[config.mk]
export PLATFORM = sky130hd
export DESIGN_NAME = smf_supply_monitor
export DESIGN_NICKNAME = d
export VERILOG_FILES = /design/src/smf_pkg.sv /design/src/smf_cmp_filter.sv /design/src/smf_supply_monitor.sv
export SDC_FILE = /design/constraint.sdc
export NUM_CORES = 1
export LEC_CHECK = 0
export BUFFER_PORTS_ARGS = -buffer_cell sky130_fd_sc_hd__buf_2
export CORE_ASPECT_RATIO = 0.7
export CORE_UTILIZATION = 51
export CTS_CLUSTER_SIZE = 20
export DETAILED_ROUTE_END_ITERATION = 10
export PLACE_DENSITY = 0.72
export SYNTH_ARGS = -nofsm -noshare
export SYNTH_HDL_FRONTEND = slang
export SYNTH_SLANG_ARGS = --single-unit
[constraint.sdc]
create_clock -name i_core_clk -period 2.4 [get_ports i_core_clk]
set_clock_uncertainty 0.15 [all_clocks]
set_input_delay 0.12 -clock i_core_clk [delete_from_list [all_inputs] [get_ports i_core_clk]]
set_output_delay 0.12 -clock i_core_clk [all_outputs]
set_load 0.005 [all_outputs]
[src/smf_pkg.sv]
// package: register address, field positions, reset value and timing counts for the supply monitor
package smf_pkg;
    // register address on the special function register bus
    localparam logic [7:0] SMF_CTRL_ADDR = 8'hdf;
    localparam logic [7:0] SMF_CTRL_RESET = 8'hde;
    // field positions
    localparam int SMF_BIT_DIG_CMP = 7;
    localparam int SMF_BIT_ANA_CMP = 6;
    localparam int SMF_BIT_IRQ_FLAG = 5;
    localparam int SMF_BIT_DIG_TRIP_HI = 4;
    localparam int SMF_BIT_DIG_TRIP_LO = 3;
    localparam int SMF_BIT_ANA_TRIP_HI = 2;
    localparam int SMF_BIT_ANA_TRIP_LO = 1;
    localparam int SMF_BIT_ENABLE = 0;
    // trip select codes: 4.63 V, 3.08 V, 2.93 V, 2.63 V
    localparam logic [1:0] SMF_TRIP_4V63 = 2'h0;
    localparam logic [1:0] SMF_TRIP_3V08 = 2'h1;
    localparam logic [1:0] SMF_TRIP_2V93 = 2'h2;
    localparam logic [1:0] SMF_TRIP_2V63 = 2'h3;
    // timing
    localparam longint SMF_CLK_HZ = 40000000;
    localparam longint SMF_RECOVER_MS = 250;
    localparam longint SMF_RECOVER_CYC = (SMF_RECOVER_MS * SMF_CLK_HZ) / 1000;
    localparam int SMF_GLITCH_CYC = 8;
endpackage

[src/smf_cmp_filter.sv]
// module: two-stage synchroniser and glitch filter for one comparator output
`timescale 1ns/1ps
module smf_cmp_filter #(
    parameter int FILT_CYC = 8
) (
    // clock and reset
    input wire logic i_core_clk,
    input wire logic i_rst_b,
    // comparator
    input wire logic i_cmp_async,
    // results
    output logic o_sync,
    output logic o_filt
);
    localparam int CW = $clog2(FILT_CYC + 1);

    // elaboration check: a zero length would pass every glitch
    if (FILT_CYC < 1)
    begin
        $error("smf_cmp_filter: FILT_CYC must be at least 1");
    end

    typedef struct packed {
        logic meta;
        logic sync;
        logic filt;
        logic [CW-1:0] cnt;
    } smf_flt_s;

    smf_flt_s st_ff;
    smf_flt_s nxt_st;

    always_comb
    begin
        nxt_st = st_ff;
        // RL12 two-stage synchroniser
        nxt_st.meta = i_cmp_async;
        nxt_st.sync = st_ff.meta;
        // RL10 glitch filter
        if (st_ff.sync == st_ff.filt)
        begin
            nxt_st.cnt = '0;
        end
        else if (st_ff.cnt == CW'(FILT_CYC - 1))
        begin
            nxt_st.cnt = '0;
            nxt_st.filt = st_ff.sync;
        end
        else
        begin
            nxt_st.cnt = st_ff.cnt + CW'(1);
        end
    end

    // rails assumed good at reset; a real low shows after sync plus filter delay
    always_ff @(posedge i_core_clk or negedge i_rst_b)
    begin
        if (!i_rst_b)
            st_ff <= '{meta: 1'b1, sync: 1'b1, filt: 1'b1, cnt: '0};
        else
            st_ff <= nxt_st;
    end

    assign o_sync = st_ff.sync;
    assign o_filt = st_ff.filt;
endmodule

[src/smf_supply_monitor.sv]
// module: supply monitor control register, low-supply flag and recovery timer
//
// Function
// RL1 - set low-supply flag bit 5 whenever either rail comparator reads low
// RL2 - both comparators high start 250 ms count; expiry clears the flag
// RL3 - a comparator low during the count abandons it; restart when both high
// RL4 - software writes the flag, but clearing is ignored while any comparator low
// RL5 - bit 7 live digital comparator, bit 6 live analogue comparator, read-only
// RL6 - bits 4:3 select digital trip point 4.63/3.08/2.93/2.63 V
// RL7 - bits 2:1 select analogue trip point with the same encoding
// RL8 - bit 0 enables the monitor circuit
// RL9 - flag requests interrupt only when the external enable bit is set
// RL10 - short comparator glitches are filtered and cannot set the flag
// RL11 - reset value of the register is DEH; comparator bits stay live
// RL12 - each comparator output passes a two-stage synchroniser first
`timescale 1ns/1ps
module smf_supply_monitor #(
    parameter longint RECOVER_CYC = smf_pkg::SMF_RECOVER_CYC,
    parameter int GLITCH_CYC = smf_pkg::SMF_GLITCH_CYC
) (
    // clock and reset
    input wire logic i_core_clk,
    input wire logic i_rst_b,
    // special function register access
    input wire logic [7:0] i_sfr_addr,
    input wire logic i_sfr_wr,
    input wire logic i_sfr_rd,
    input wire logic [7:0] i_sfr_wdata,
    output logic [7:0] o_sfr_rdata,
    output logic o_sfr_hit,
    // comparators, asynchronous
    input wire logic i_digital_rail_compare,
    input wire logic i_analog_rail_compare,
    // comparator control
    output logic o_monitor_enable,
    output logic [1:0] o_digital_trip_sel,
    output logic [1:0] o_analog_trip_sel,
    // interrupt
    input wire logic i_secondary_irq_enable_priority,
    output logic o_low_supply_irq
);
    import smf_pkg::*;

    localparam int TW = $clog2(RECOVER_CYC + 1);

    // ****************************************
    // parameter checks
    // ****************************************
    // a zero count would clear the flag at once or let every glitch through
    if (RECOVER_CYC < 1)
    begin
        $error("smf_supply_monitor: RECOVER_CYC must be at least 1");
    end
    if (GLITCH_CYC < 1)
    begin
        $error("smf_supply_monitor: GLITCH_CYC must be at least 1");
    end

    typedef enum logic [1:0] {
        SMF_ST_IDLE,
        SMF_ST_LOW,
        SMF_ST_RECOVER
    } smf_state_e;

    typedef struct packed {
        smf_state_e state;
        logic [TW-1:0] timer;
        logic flag;
        logic [1:0] dig_trip;
        logic [1:0] ana_trip;
        logic enable;
        logic [7:0] rdata;
        logic hit;
        logic irq;
    } smf_st_s;

    smf_st_s st_ff;
    smf_st_s nxt_st;

    logic dig_sync;
    logic ana_sync;
    logic dig_filt;
    logic ana_filt;
    logic any_low;
    logic sel;
    logic [7:0] reg_view;

    // ****************************************
    // comparator conditioning
    // ****************************************
    smf_cmp_filter #(
        .FILT_CYC(GLITCH_CYC)
    ) u_dig_filter (
        .i_core_clk(i_core_clk),
        .i_rst_b(i_rst_b),
        .i_cmp_async(i_digital_rail_compare),
        .o_sync(dig_sync),
        .o_filt(dig_filt)
    );

    smf_cmp_filter #(
        .FILT_CYC(GLITCH_CYC)
    ) u_ana_filter (
        .i_core_clk(i_core_clk),
        .i_rst_b(i_rst_b),
        .i_cmp_async(i_analog_rail_compare),
        .o_sync(ana_sync),
        .o_filt(ana_filt)
    );

    // ****************************************
    // register and flag logic
    // ****************************************
    always_comb
    begin
        // filtered levels drive the flag so a glitch never sets it
        any_low = !dig_filt || !ana_filt;
        sel = (i_sfr_addr == SMF_CTRL_ADDR);
        reg_view = '0;
        // RL5 live comparator bits
        reg_view[SMF_BIT_DIG_CMP] = dig_sync;
        reg_view[SMF_BIT_ANA_CMP] = ana_sync;
        reg_view[SMF_BIT_IRQ_FLAG] = st_ff.flag;
        reg_view[SMF_BIT_DIG_TRIP_HI:SMF_BIT_DIG_TRIP_LO] = st_ff.dig_trip;
        reg_view[SMF_BIT_ANA_TRIP_HI:SMF_BIT_ANA_TRIP_LO] = st_ff.ana_trip;
        reg_view[SMF_BIT_ENABLE] = st_ff.enable;

        nxt_st = st_ff;
        nxt_st.hit = sel && (i_sfr_rd || i_sfr_wr);
        nxt_st.rdata = (sel && i_sfr_rd) ? reg_view : 8'h00;

        if (sel && i_sfr_wr)
        begin
            // RL6 digital trip select
            nxt_st.dig_trip = i_sfr_wdata[SMF_BIT_DIG_TRIP_HI:SMF_BIT_DIG_TRIP_LO];
            // RL7 analogue trip select
            nxt_st.ana_trip = i_sfr_wdata[SMF_BIT_ANA_TRIP_HI:SMF_BIT_ANA_TRIP_LO];
            // RL8 monitor enable
            nxt_st.enable = i_sfr_wdata[SMF_BIT_ENABLE];
            // RL4 clear refused while a rail is low
            if (i_sfr_wdata[SMF_BIT_IRQ_FLAG] || !any_low)
                nxt_st.flag = i_sfr_wdata[SMF_BIT_IRQ_FLAG];
        end

        case (st_ff.state)
            SMF_ST_IDLE:
            begin
                if (any_low)
                    nxt_st.state = SMF_ST_LOW;
            end
            SMF_ST_LOW:
            begin
                // RL2 start recovery count
                if (!any_low)
                begin
                    nxt_st.state = SMF_ST_RECOVER;
                    nxt_st.timer = '0;
                end
            end
            SMF_ST_RECOVER:
            begin
                // RL3 abandon count on new low
                if (any_low)
                begin
                    nxt_st.state = SMF_ST_LOW;
                end
                else if (st_ff.timer == TW'(RECOVER_CYC - 1))
                begin
                    // RL2 auto clear on expiry
                    nxt_st.state = SMF_ST_IDLE;
                    nxt_st.flag = 1'b0;
                end
                else
                begin
                    nxt_st.timer = st_ff.timer + TW'(1);
                end
            end
            default:
            begin
                nxt_st.state = SMF_ST_IDLE;
            end
        endcase

        // RL1 set wins over any clear
        if (any_low)
            nxt_st.flag = 1'b1;

        // RL9 gated interrupt request
        nxt_st.irq = nxt_st.flag && i_secondary_irq_enable_priority;
    end

    // ****************************************
    // state register
    // ****************************************
    always_ff @(posedge i_core_clk or negedge i_rst_b)
    begin
        if (!i_rst_b)
        begin
            // RL11 reset value DEH
            st_ff.state <= SMF_ST_IDLE;
            st_ff.timer <= '0;
            st_ff.flag <= SMF_CTRL_RESET[SMF_BIT_IRQ_FLAG];
            st_ff.dig_trip <= SMF_CTRL_RESET[SMF_BIT_DIG_TRIP_HI:SMF_BIT_DIG_TRIP_LO];
            st_ff.ana_trip <= SMF_CTRL_RESET[SMF_BIT_ANA_TRIP_HI:SMF_BIT_ANA_TRIP_LO];
            st_ff.enable <= SMF_CTRL_RESET[SMF_BIT_ENABLE];
            st_ff.rdata <= 8'h00;
            st_ff.hit <= 1'b0;
            st_ff.irq <= 1'b0;
        end
        else
        begin
            st_ff <= nxt_st;
        end
    end

    assign o_sfr_rdata = st_ff.rdata;
    assign o_sfr_hit = st_ff.hit;
    assign o_monitor_enable = st_ff.enable;
    assign o_digital_trip_sel = st_ff.dig_trip;
    assign o_analog_trip_sel = st_ff.ana_trip;
    assign o_low_supply_irq = st_ff.irq;
endmodule

**After elaboration in Yosys (flattened, before gate mapping)**

Index checks and enable logic that the tools add are counted.

- Register bits: 56
- Bits of input ports: 23
- Output and inout port bits: 15
- Logic and storage cells: 69

- Add/subtract/negate cells: 3
- Eq/ne operators: 13
- Mux-type cells: 18
- Bitwise operators: 2
- Reductions and logical operators: 16

Operator list:

| kind | count |
|---|---|
| 24-bit one-hot mux with 2 select lines | 1 |
| 26-bit 2-to-1 mux | 1 |
| 25-bit 2-to-1 mux | 1 |
| 24-bit by 1-bit adder with 24-bit output, second input constant | 1 |
| 24-bit == test, second input constant | 1 |
| 24-bit 2-to-1 mux | 1 |
| 4-bit 2-to-1 mux | 4 |
| 4-bit by 1-bit adder with 4-bit output, second input constant | 2 |
| 4-bit by 3-bit == test with 1-bit output, second input constant | 2 |
| 8-bit == test, second input constant | 1 |
| 8-bit 2-to-1 mux | 1 |
| 2-bit inequality test, second input constant | 4 |
| 2-bit 2-to-1 mux | 3 |
| 6-bit 2-to-1 mux | 1 |
| 2-bit one-hot mux with 3 select lines | 1 |
| 1-bit logical AND | 4 |
| 1-bit 2-to-1 mux | 4 |
| 2-bit AND reduction | 2 |
| 4-bit AND reduction | 1 |
| 1-bit zero test | 3 |
| 1-bit logical OR | 3 |
| 3-bit inequality test, second input constant | 1 |
| 3-bit AND reduction | 1 |
| 1-bit == test | 2 |
| 5 further kinds | 6 |

**Longest topological paths before layout**

Gate-level depths: netlist of run 1.

- Depth after elaboration: 11
- Depth in mapped cells: 8
- Gate-level depth less buffers: 6

**By module**

From an unflattened synthesis of run 1, not the netlist that was laid out.

- Cell total of the unflattened synthesis: 242
- Area total of the unflattened synthesis: 2,701.3 um^2

By module, submodules not included:

| module | instances | cells an instance | area an instance (um^2) | seq. area each (um^2) |
|---|---|---|---|---|
| smf_supply_monitor | 1 | 203 | 2,140.8 | 1,056.0 |
| smf_cmp_filter at u_ana_filter | 1 | 19 | 289.0 | 178.9 |
| smf_cmp_filter at u_dig_filter | 1 | 20 | 271.5 | 178.9 |

**Least setup slack after synthesis of run 1**

No wires, ideal clock.

- Path kind: register to register
- Start point: register st_ff[33] in the netlist's numbering
- End point: register st_ff[33] in the netlist's numbering
- Setup time: 78 ps
- Data arrival time: 2,011 ps
- Data required time: 2,172 ps
- Path slack: 161 ps
- Stages on the path, launching flop included: 8
- Path buffers: 2
- Clock period less this slack: 2,239 ps
- Cells stage by stage: dfrtp_1 > or4b_1 > or4_4 > o21ai_4 > buf_6 > buf_6 > o31ai_1 > a21oi_1

- Longest elaborated chain between the ends: 4
- Elaborated cells on any way between the ends: 7
- Those cells by class: add/sub (1); eq/ne (2); mux (3); reduce/logical (1)

RTL lines:

| element | RTL line | text |
|---|---|---|
| from (decl) | smf_supply_monitor.sv:77 | `smf_st_s st_ff;` |
| from (signal assigned) | smf_supply_monitor.sv:212 | `st_ff <= nxt_st;` |
| 24-bit by 1-bit adder with 24-bit output | smf_supply_monitor.sv:175 | `nxt_st.timer = st_ff.timer + TW'(1);` |
| 24-bit 2-to-1 mux | smf_supply_monitor.sv:167 | `else if (st_ff.timer == TW'(RECOVER_CYC - 1))` |
| 25-bit 2-to-1 mux | smf_supply_monitor.sv:163 | `if (any_low)` |
| 24-bit one-hot mux with 2 select lines | smf_supply_monitor.sv:145 | `case (st_ff.state)` |

Several ways; a longest one is shown, not always the timed one. The select of a mux whose other input is x is not followed.
A chain may end at the register's enable or synchronous reset.

**Final worst setup path of run 1**

- Start point: register st_ff[33] in the netlist's numbering
- End point: register st_ff[31] in the netlist's numbering

- Longest elaborated chain between the ends: 3

RTL lines:

| element | RTL line |
|---|---|
| 24-bit == test | smf_supply_monitor.sv:167 |
| 2-bit inequality test (no source line) | -- |
| 4-bit AND reduction (no source line) | -- |

No other way between the ends.

==> results of run 1 <==
## synth_stat cells (all sizes together)
| cell type | number | area [um^2] |
|---|---|---|
| a21o | 3 | 22.52 |
| a21oi | 18 | 90.09 |
| a22o | 1 | 8.760 |
| a31oi | 4 | 25.02 |
| and2 | 3 | 18.77 |
| and3 | 10 | 62.56 |
| and4 | 2 | 17.52 |
| buf | 15 | 120.1 |
| clkbuf | 4 | 15.01 |
| dfrtp | 46 | 1151 |
| dfstp | 10 | 262.8 |
| ha | 3 | 37.54 |
| inv | 7 | 26.27 |
| mux2 | 7 | 78.83 |
| mux2i | 1 | 10.01 |
| nand2 | 17 | 63.81 |
| nand2b | 3 | 18.77 |
| nand3 | 12 | 60.06 |
| nand4 | 10 | 62.56 |
| nand4b | 1 | 8.760 |
| nor2 | 16 | 60.06 |
| nor2b | 3 | 18.77 |
| nor3 | 9 | 50.05 |
| nor3b | 1 | 7.510 |
| nor4 | 1 | 6.260 |
| nor4b | 1 | 8.760 |
| nor4bb | 1 | 10.01 |
| o211ai | 1 | 7.510 |
| o21a | 1 | 7.510 |
| o21ai | 19 | 106.4 |
| o31ai | 12 | 90.09 |
| o41ai | 1 | 8.760 |
| or2 | 2 | 12.51 |
| or3 | 4 | 25.02 |
| or4 | 8 | 63.81 |
| or4b | 1 | 10.01 |
| xnor2 | 4 | 35.03 |
## state kept, by name (all words and copies together), names as in the netlist
register             count
o_analog_trip_sel        2
o_digital_trip_sel       2
o_low_supply_irq         1
o_monitor_enable         1
o_sfr_hit                1
o_sfr_rdata              8
reg_view                 1
st_ff                   26
u_ana_filter.nxt_st      1
u_ana_filter.o_filt      1
u_ana_filter.o_sync      1
u_ana_filter.st_ff       4
u_dig_filter.nxt_st      1
u_dig_filter.o_filt      1
u_dig_filter.o_sync      1
u_dig_filter.st_ff       4
## routing by layer
layer  vias up  share of wire (%)
met2        61                 44
met1      1016                 50
met3         2                5.9
li1       1049                  -
met5         -                  0
met4         0              0.037
## critical path: cells and delay by family, from the launching register on
family / cells / cell delay (ps)
AOI/OAI and AO/OA: 2 / 240
DFF: 1 / 380
buffers and inverters: 1 / 200
and+or+nand+nor: 3 / 1200
## logic make-up after synthesis
family | Yosys count
AOI/OAI and AO/OA | 60
xor gates and xnor gates | 4
adders and majority gates | 3
buffers and inverters | 26
DFF | 56
muxes | 8
and+or+nand+nor | 105
## cells in the final DEF, fill, tap and decap left out, types with 4 or more instances in the layout
| cell type | n |
|---|---|
| sky130_fd_sc_hd__and3_1 | 10 |
| sky130_fd_sc_hd__a21oi_1 | 17 |
| sky130_fd_sc_hd__buf_4 | 10 |
| sky130_fd_sc_hd__mux2_2 | 7 |
| sky130_fd_sc_hd__clkbuf_8 | 6 |
| sky130_fd_sc_hd__or3_1 | 4 |
| sky130_fd_sc_hd__o21ai_1 | 18 |
| sky130_fd_sc_hd__xnor2_1 | 4 |
| sky130_fd_sc_hd__o31ai_1 | 12 |
| sky130_fd_sc_hd__dlygate4sd3_1 | 13 |
| sky130_fd_sc_hd__or4_1 | 7 |
| sky130_fd_sc_hd__dfrtp_1 | 46 |
| sky130_fd_sc_hd__dfstp_2 | 10 |
| sky130_fd_sc_hd__nor2_1 | 16 |
| sky130_fd_sc_hd__buf_2 | 35 |
| sky130_fd_sc_hd__nand2_1 | 17 |
| sky130_fd_sc_hd__nand3_1 | 12 |
| sky130_fd_sc_hd__a31oi_1 | 4 |
| sky130_fd_sc_hd__nand4_1 | 10 |
| sky130_fd_sc_hd__nor3_1 | 7 |
| sky130_fd_sc_hd__inv_1 | 6 |
## layout make-up
class,instances,area [um^2],area share (%)
Inverter,7,26.28,0.8343
Sequential cell,56,1414,44.89
Clock inverter,2,10.01,0.3178
Timing Repair Buffer,59,400.4,12.71
Multi-Input combinational cell,180,1130,35.88
Tap cell,69,86.33,2.741
Clock buffer,6,82.58,2.622
## stage by stage
step / utilization (%) / total power [uW] / worst slack [ps] / cells / hold WS [ps]
2_1_floorplan: - / 1218 / 161.4 / 262 / -325.6
3_3_place_gp: 59.23 / 1286 / 156.4 / 358 / 75.17
3_5_place_dp: 59.23 / 1297 / 130.3 / 358 / 76.42
4_1_cts: 63.76 / 1828 / 106.7 / 379 / 195.9
5_1_grt: 64.09 / 1908 / 5.471 / 379 / 219.1
6_report: 64.09 / 1813 / 106.4 / 379 / 214.2
## worst paths after layout
check                                            startpoint                             to  cells past startpoint
min in group asynchronous                           i_rst_b       o_sfr_rdata[2]$_DFF_PN0_                      3
hold / removal             u_ana_filter.nxt_st[5]$_DFF_PN1_  u_ana_filter.o_sync$_DFF_PN1_                      0
setup / recovery                      st_ff[33]$_DFFE_PN0P_          st_ff[31]$_DFFE_PN0P_                      6
max in group asynchronous                           i_rst_b          st_ff[27]$_DFFE_PN0P_                      3
setup reg to reg                      st_ff[33]$_DFFE_PN0P_          st_ff[31]$_DFFE_PN0P_                      6
hold reg to reg            u_ana_filter.nxt_st[5]$_DFF_PN1_  u_ana_filter.o_sync$_DFF_PN1_                      0
## power by group through the flow
stage,logic [uW],registers [uW],clock network (uW)
6_report,213,1080,518
5_1_grt,241,1090,574
4_1_cts,215,1080,533
3_5_place_dp,201,1100,0
3_3_place_gp,193,1090,0
2_1_floorplan,136,1080,0
## timing repair
item	4_1_cts	5_1_grt
hold endpoints to repair	59	0
hold buffers	13	0
endpoints found under the setup margin	0	3
resized for setup	0	4
==> metrics, run 1 <==
status=finished, final reports clean; CP endpoint kind=flop; total net switching power=around 450 uW; xor and xnor fraction of the mapped netlist area=about 1.3%; core footprint=0.004913 mm^2; hold violation total from the final report=0; arrival time at the worst endpoint=2320 ps; largest stage delay on the critical path=590 ps; number of instances in the synthesized netlist=262; number of port buffers=35; cell area power density=575.8 mW/mm^2; proportion of power drawn by combinational gates=11.7%; antenna violation net count after detailed routing=0; Worst IR Drop VDD=0.4005 mV; highest net fanout along the worst path=33; synthesized-area fraction occupied by ao, oa, aoi and oai cells=around 14%; y dimension of the die=~63 um; clock tree from TritonCTS=built; vias in the first global route=roughly 1900; fraction of layout instances using a drive strength above 1=26.13%; RSZ-0062 raised after global routing=no; required time at the endpoint of the critical path=2430 ps; GRT met3 Usage=5.152%; wirelength, routed=5.388 mm; share of total power in the clock network=28.6%; final cell area excluding filler cells=0.003149 mm^2; detailed-route vias per instance=between 5 and 6; total CTS buffers=5; sinks on the clock net=56; detailed-route DRC error count=0; cell with the largest stage delay on the worst path=sky130_fd_sc_hd__or4b_1; critical path startpoint category=flop; Post-Syn Area per Cell=10.26 um^2; placer congestion estimate=0.7837; Layout fillers=391; mux contribution to synthesized area=3.304%; deepest clock path buffer count=2; sequential group share of total power=59.7%; Leakage Power=0.001426 uW; startpoint-to-endpoint class of the critical path=reg2reg; met2 usage in global routing=31.25%; synthesized-area fraction occupied by adder cells=1.396%; layout overhead on the synthesized area=17.12%; detailed router's first-iteration violation count=just over 100; slack of the worst reg-to-reg path=110 ps; Min-Delay Path Class=reg2reg; MaxCap Viol Count=0; area share of and/or/nand/nor cells after synthesis=21.78%; first-pass GRT wire length=8.997 mm; most congested layer reported by global routing=met1; antenna violations before repair=0; sum of negative setup slack=0 ps; initial standard-cell utilization of the core=54.72%; global-route track usage on met1=between 30 and 40%; clock-pin transition on the worst setup and hold timing paths=100 ps; Placed Instance Area=between 0.002 and 0.003 mm^2; overall die width=88.79 um; overall overflow remaining after global route=0; clock period minus worst slack=2294 ps; Worst Tran Pin Value=671.3 ps; diode count=0; Clock Latency Late Sink=300 ps; standard-cell row count=21; combinational family with the most area after synthesis=simple AND/OR/NAND/NOR gates; first-pass iteration count of the detailed router=5; total of warnings raised by yosys=0; share of the yosys chip area belonging to registers=between 50 and 60%; Post-CTS Setup Repair Bufs=0; Distinct cells, synth=42; Mapped Area=~0.0027 mm^2; Root Buffer Master=sky130_fd_sc_hd__clkbuf_8; average wire length per cell after detail routing=14.22 um; cell-internal power=1363 uW; H-tree depth=2; Final period util=between 90% and 100%; # nets final=~340; sw frac=24.84%; Global Route Usage Sum=21.27%; Syn Nets=~290; number of vias in the routed layout=2128; largest net degree at the start of global routing=57; max-slew headroom at the worst pin=55.25%; pins over their slew limit=0; crit path cell chain=or4b_1, or4_4, o21ai_4, buf_12, or4_1, a21oi_1; HPWL Detailed=3.725 mm; Yosys reg bits=56; I/O pin count=38; Die ar.=0.005571 mm^2; maximum operating frequency=436.0 MHz; total setup violations reported at the end of the flow=0
Note: power is estimated with default switching activity, not from simulation.
==> run 2, diff against run 1 <==
--- a/config.mk
+++ b/config.mk
@@ -10,7 +10,7 @@
 export CORE_UTILIZATION = 51
 export CTS_CLUSTER_SIZE = 20
 export DETAILED_ROUTE_END_ITERATION = 10
-export PLACE_DENSITY = 0.72
+export PLACE_DENSITY = 0.75
 export SYNTH_ARGS = -nofsm -noshare
 export SYNTH_HDL_FRONTEND = slang
 export SYNTH_SLANG_ARGS = --single-unit
==> metrics, run 2 (synthesis results as in run 1) <==
largest stage delay on the critical path=590 ps; first-pass iteration count of the detailed router=4; register with the highest flop count=st_ff; placer congestion estimate=0.8054; Die ar.=0.005571 mm^2; first-pass GRT wire length=9.363 mm; number of port buffers=35; clock-pin transition on the worst setup and hold timing paths=~100 ps; Min-Delay Path Class=in2async; standard-cell row count=21; Leakage Power=0.001450 uW; antenna violation net count after detailed routing=0; crit path cell chain=or4b_1, or4_4, o21ai_4, buf_4, o31ai_1, a21oi_1; H-tree depth=2; # nets final=~340; fraction of layout instances using a drive strength above 1=26.60%; clock tree from TritonCTS=built; arrival time at the worst endpoint=2380 ps; detailed-route vias per instance=about 5.6; I/O pin count=38; antenna violations before repair=0; clock period minus worst slack=roughly 2300 ps; startpoint-to-endpoint class of the critical path=reg2reg; CP endpoint kind=flop; cell with the largest stage delay on the worst path=sky130_fd_sc_hd__or4b_1; maximum operating frequency=roughly 430 MHz; Worst Tran Pin Value=544.1 ps; core footprint=0.004913 mm^2; most common cell after layout, fill and taps aside=sky130_fd_sc_hd__dfrtp_1; deepest clock path buffer count=2; initial standard-cell utilization of the core=54.72%; MaxCap Viol Count=0; flip-flop count of the largest register after layout=26; max-slew headroom at the worst pin=approximately 63%; Post-CTS Setup Repair Bufs=0; RSZ-0062 raised after global routing=no; sum of negative setup slack=0 ps; critical path startpoint category=flop; Worst IR Drop VDD=0.4163 mV; overall die width=88.79 um; vias in the first global route=1968; required time at the endpoint of the critical path=2480 ps; overall overflow remaining after global route=0; cell area power density=661.3 mW/mm^2; y dimension of the die=62.75 um; total CTS buffers=5; average wire length per cell after detail routing=14.59 um; layout overhead on the synthesized area=19.36%; HPWL Detailed=slightly below 4 mm; highest net fanout along the worst path=8; number of vias in the routed layout=2152; hold violation total from the final report=0; detailed router's first-iteration violation count=117; Clock Latency Late Sink=about 300 ps; diode count=0; status=finished, final reports clean; total setup violations reported at the end of the flow=0; Global Route Usage Sum=21.86%; wirelength, routed=approximately 5.6 mm; Root Buffer Master=sky130_fd_sc_hd__clkbuf_8; pins over their slew limit=0; detailed-route DRC error count=0; sinks on the clock net=between 50 and 60; top library cells by usage in the layout, fill and taps aside=sky130_fd_sc_hd__dfrtp_1 (46), sky130_fd_sc_hd__buf_2 (35), sky130_fd_sc_hd__o21ai_1 (18), sky130_fd_sc_hd__nand2_1 (17), sky130_fd_sc_hd__a21oi_1 (17); largest net degree at the start of global routing=28; end-of-flow core utilization=65.32%; Final period util=95.90%
[run 2: area by class of cell]
class | count | area, um^2
timing repair buffer | 61 | 400.4
tap | 69 | 86.33
clock inverter | 3 | 90.09
clock buffer | 5 | 68.82
multi-input combinational | 180 | 1124
inverter | 7 | 26.28
fill | 406 | 1704
sequential | 56 | 1414
[run 2: critical path: cells and delay by family (launching register included)]
family          cells  cell delay (ps)
flops               1              380
compound gates      3              440
buf+inv             1              190
simple gates        2             1060
[run 2: final timing paths]
| check | start | endpoint | slack (ps) | depth (start not counted) |
|---|---|---|---|---|
| setup / recovery | st_ff[33]$_DFFE_PN0P_ | st_ff[31]$_DFFE_PN0P_ | 100 | 6 |
| hold / removal | i_rst_b | o_sfr_rdata[0]$_DFF_PN0_ | 50 | 2 |
| setup reg to reg | st_ff[33]$_DFFE_PN0P_ | st_ff[31]$_DFFE_PN0P_ | 100 | 6 |
| hold reg to reg | u_dig_filter.nxt_st[5]$_DFF_PN1_ | u_dig_filter.o_sync$_DFF_PN1_ | 210 | 0 |
| max in group asynchronous | i_rst_b | o_digital_trip_sel[1]$_DFFE_PN1N_ | 1380 | 3 |
| min in group i_core_clk | i_sfr_addr[0] | o_sfr_hit$_DFF_PN0_ | 150 | 4 |
[run 2: repair_timing]
action                                  CTS  global route
hold buffers                             12             0
hold endpoints to repair                 64             0
endpoints found under the setup margin    0             5
resized for setup                         0             3
[run 2: stage by stage]
stage          setup WS [ps]  power, uW  hold WS, ps  std cells  cell area (um^2)
6_report               98.43       2122        49.07        381              3209
5_1_grt                10.10       2208        107.9        381              3209
4_1_cts                112.6       2141        60.36        381              3199
3_5_place_dp           133.4       1298       -138.8        361              2920
3_3_place_gp           154.8       1291       -138.0        361              2920
2_1_floorplan          161.4       1218       -325.6        262              2689
[run 2: layer usage]
layer | GRT usage [%] | part of all wire [%]
met5 | 0 | 0
met4 | 5.040 | 0.95
met3 | 4.624 | 6.9
met1 | 33.42 | 49
met2 | 31.73 | 43
[run 2: where the power goes]
group          leakage, uW  internal [uW]  switching [uW]
clock network    0.0000784            521             306
registers         0.000729           1020            52.3
logic             0.000643            108             110
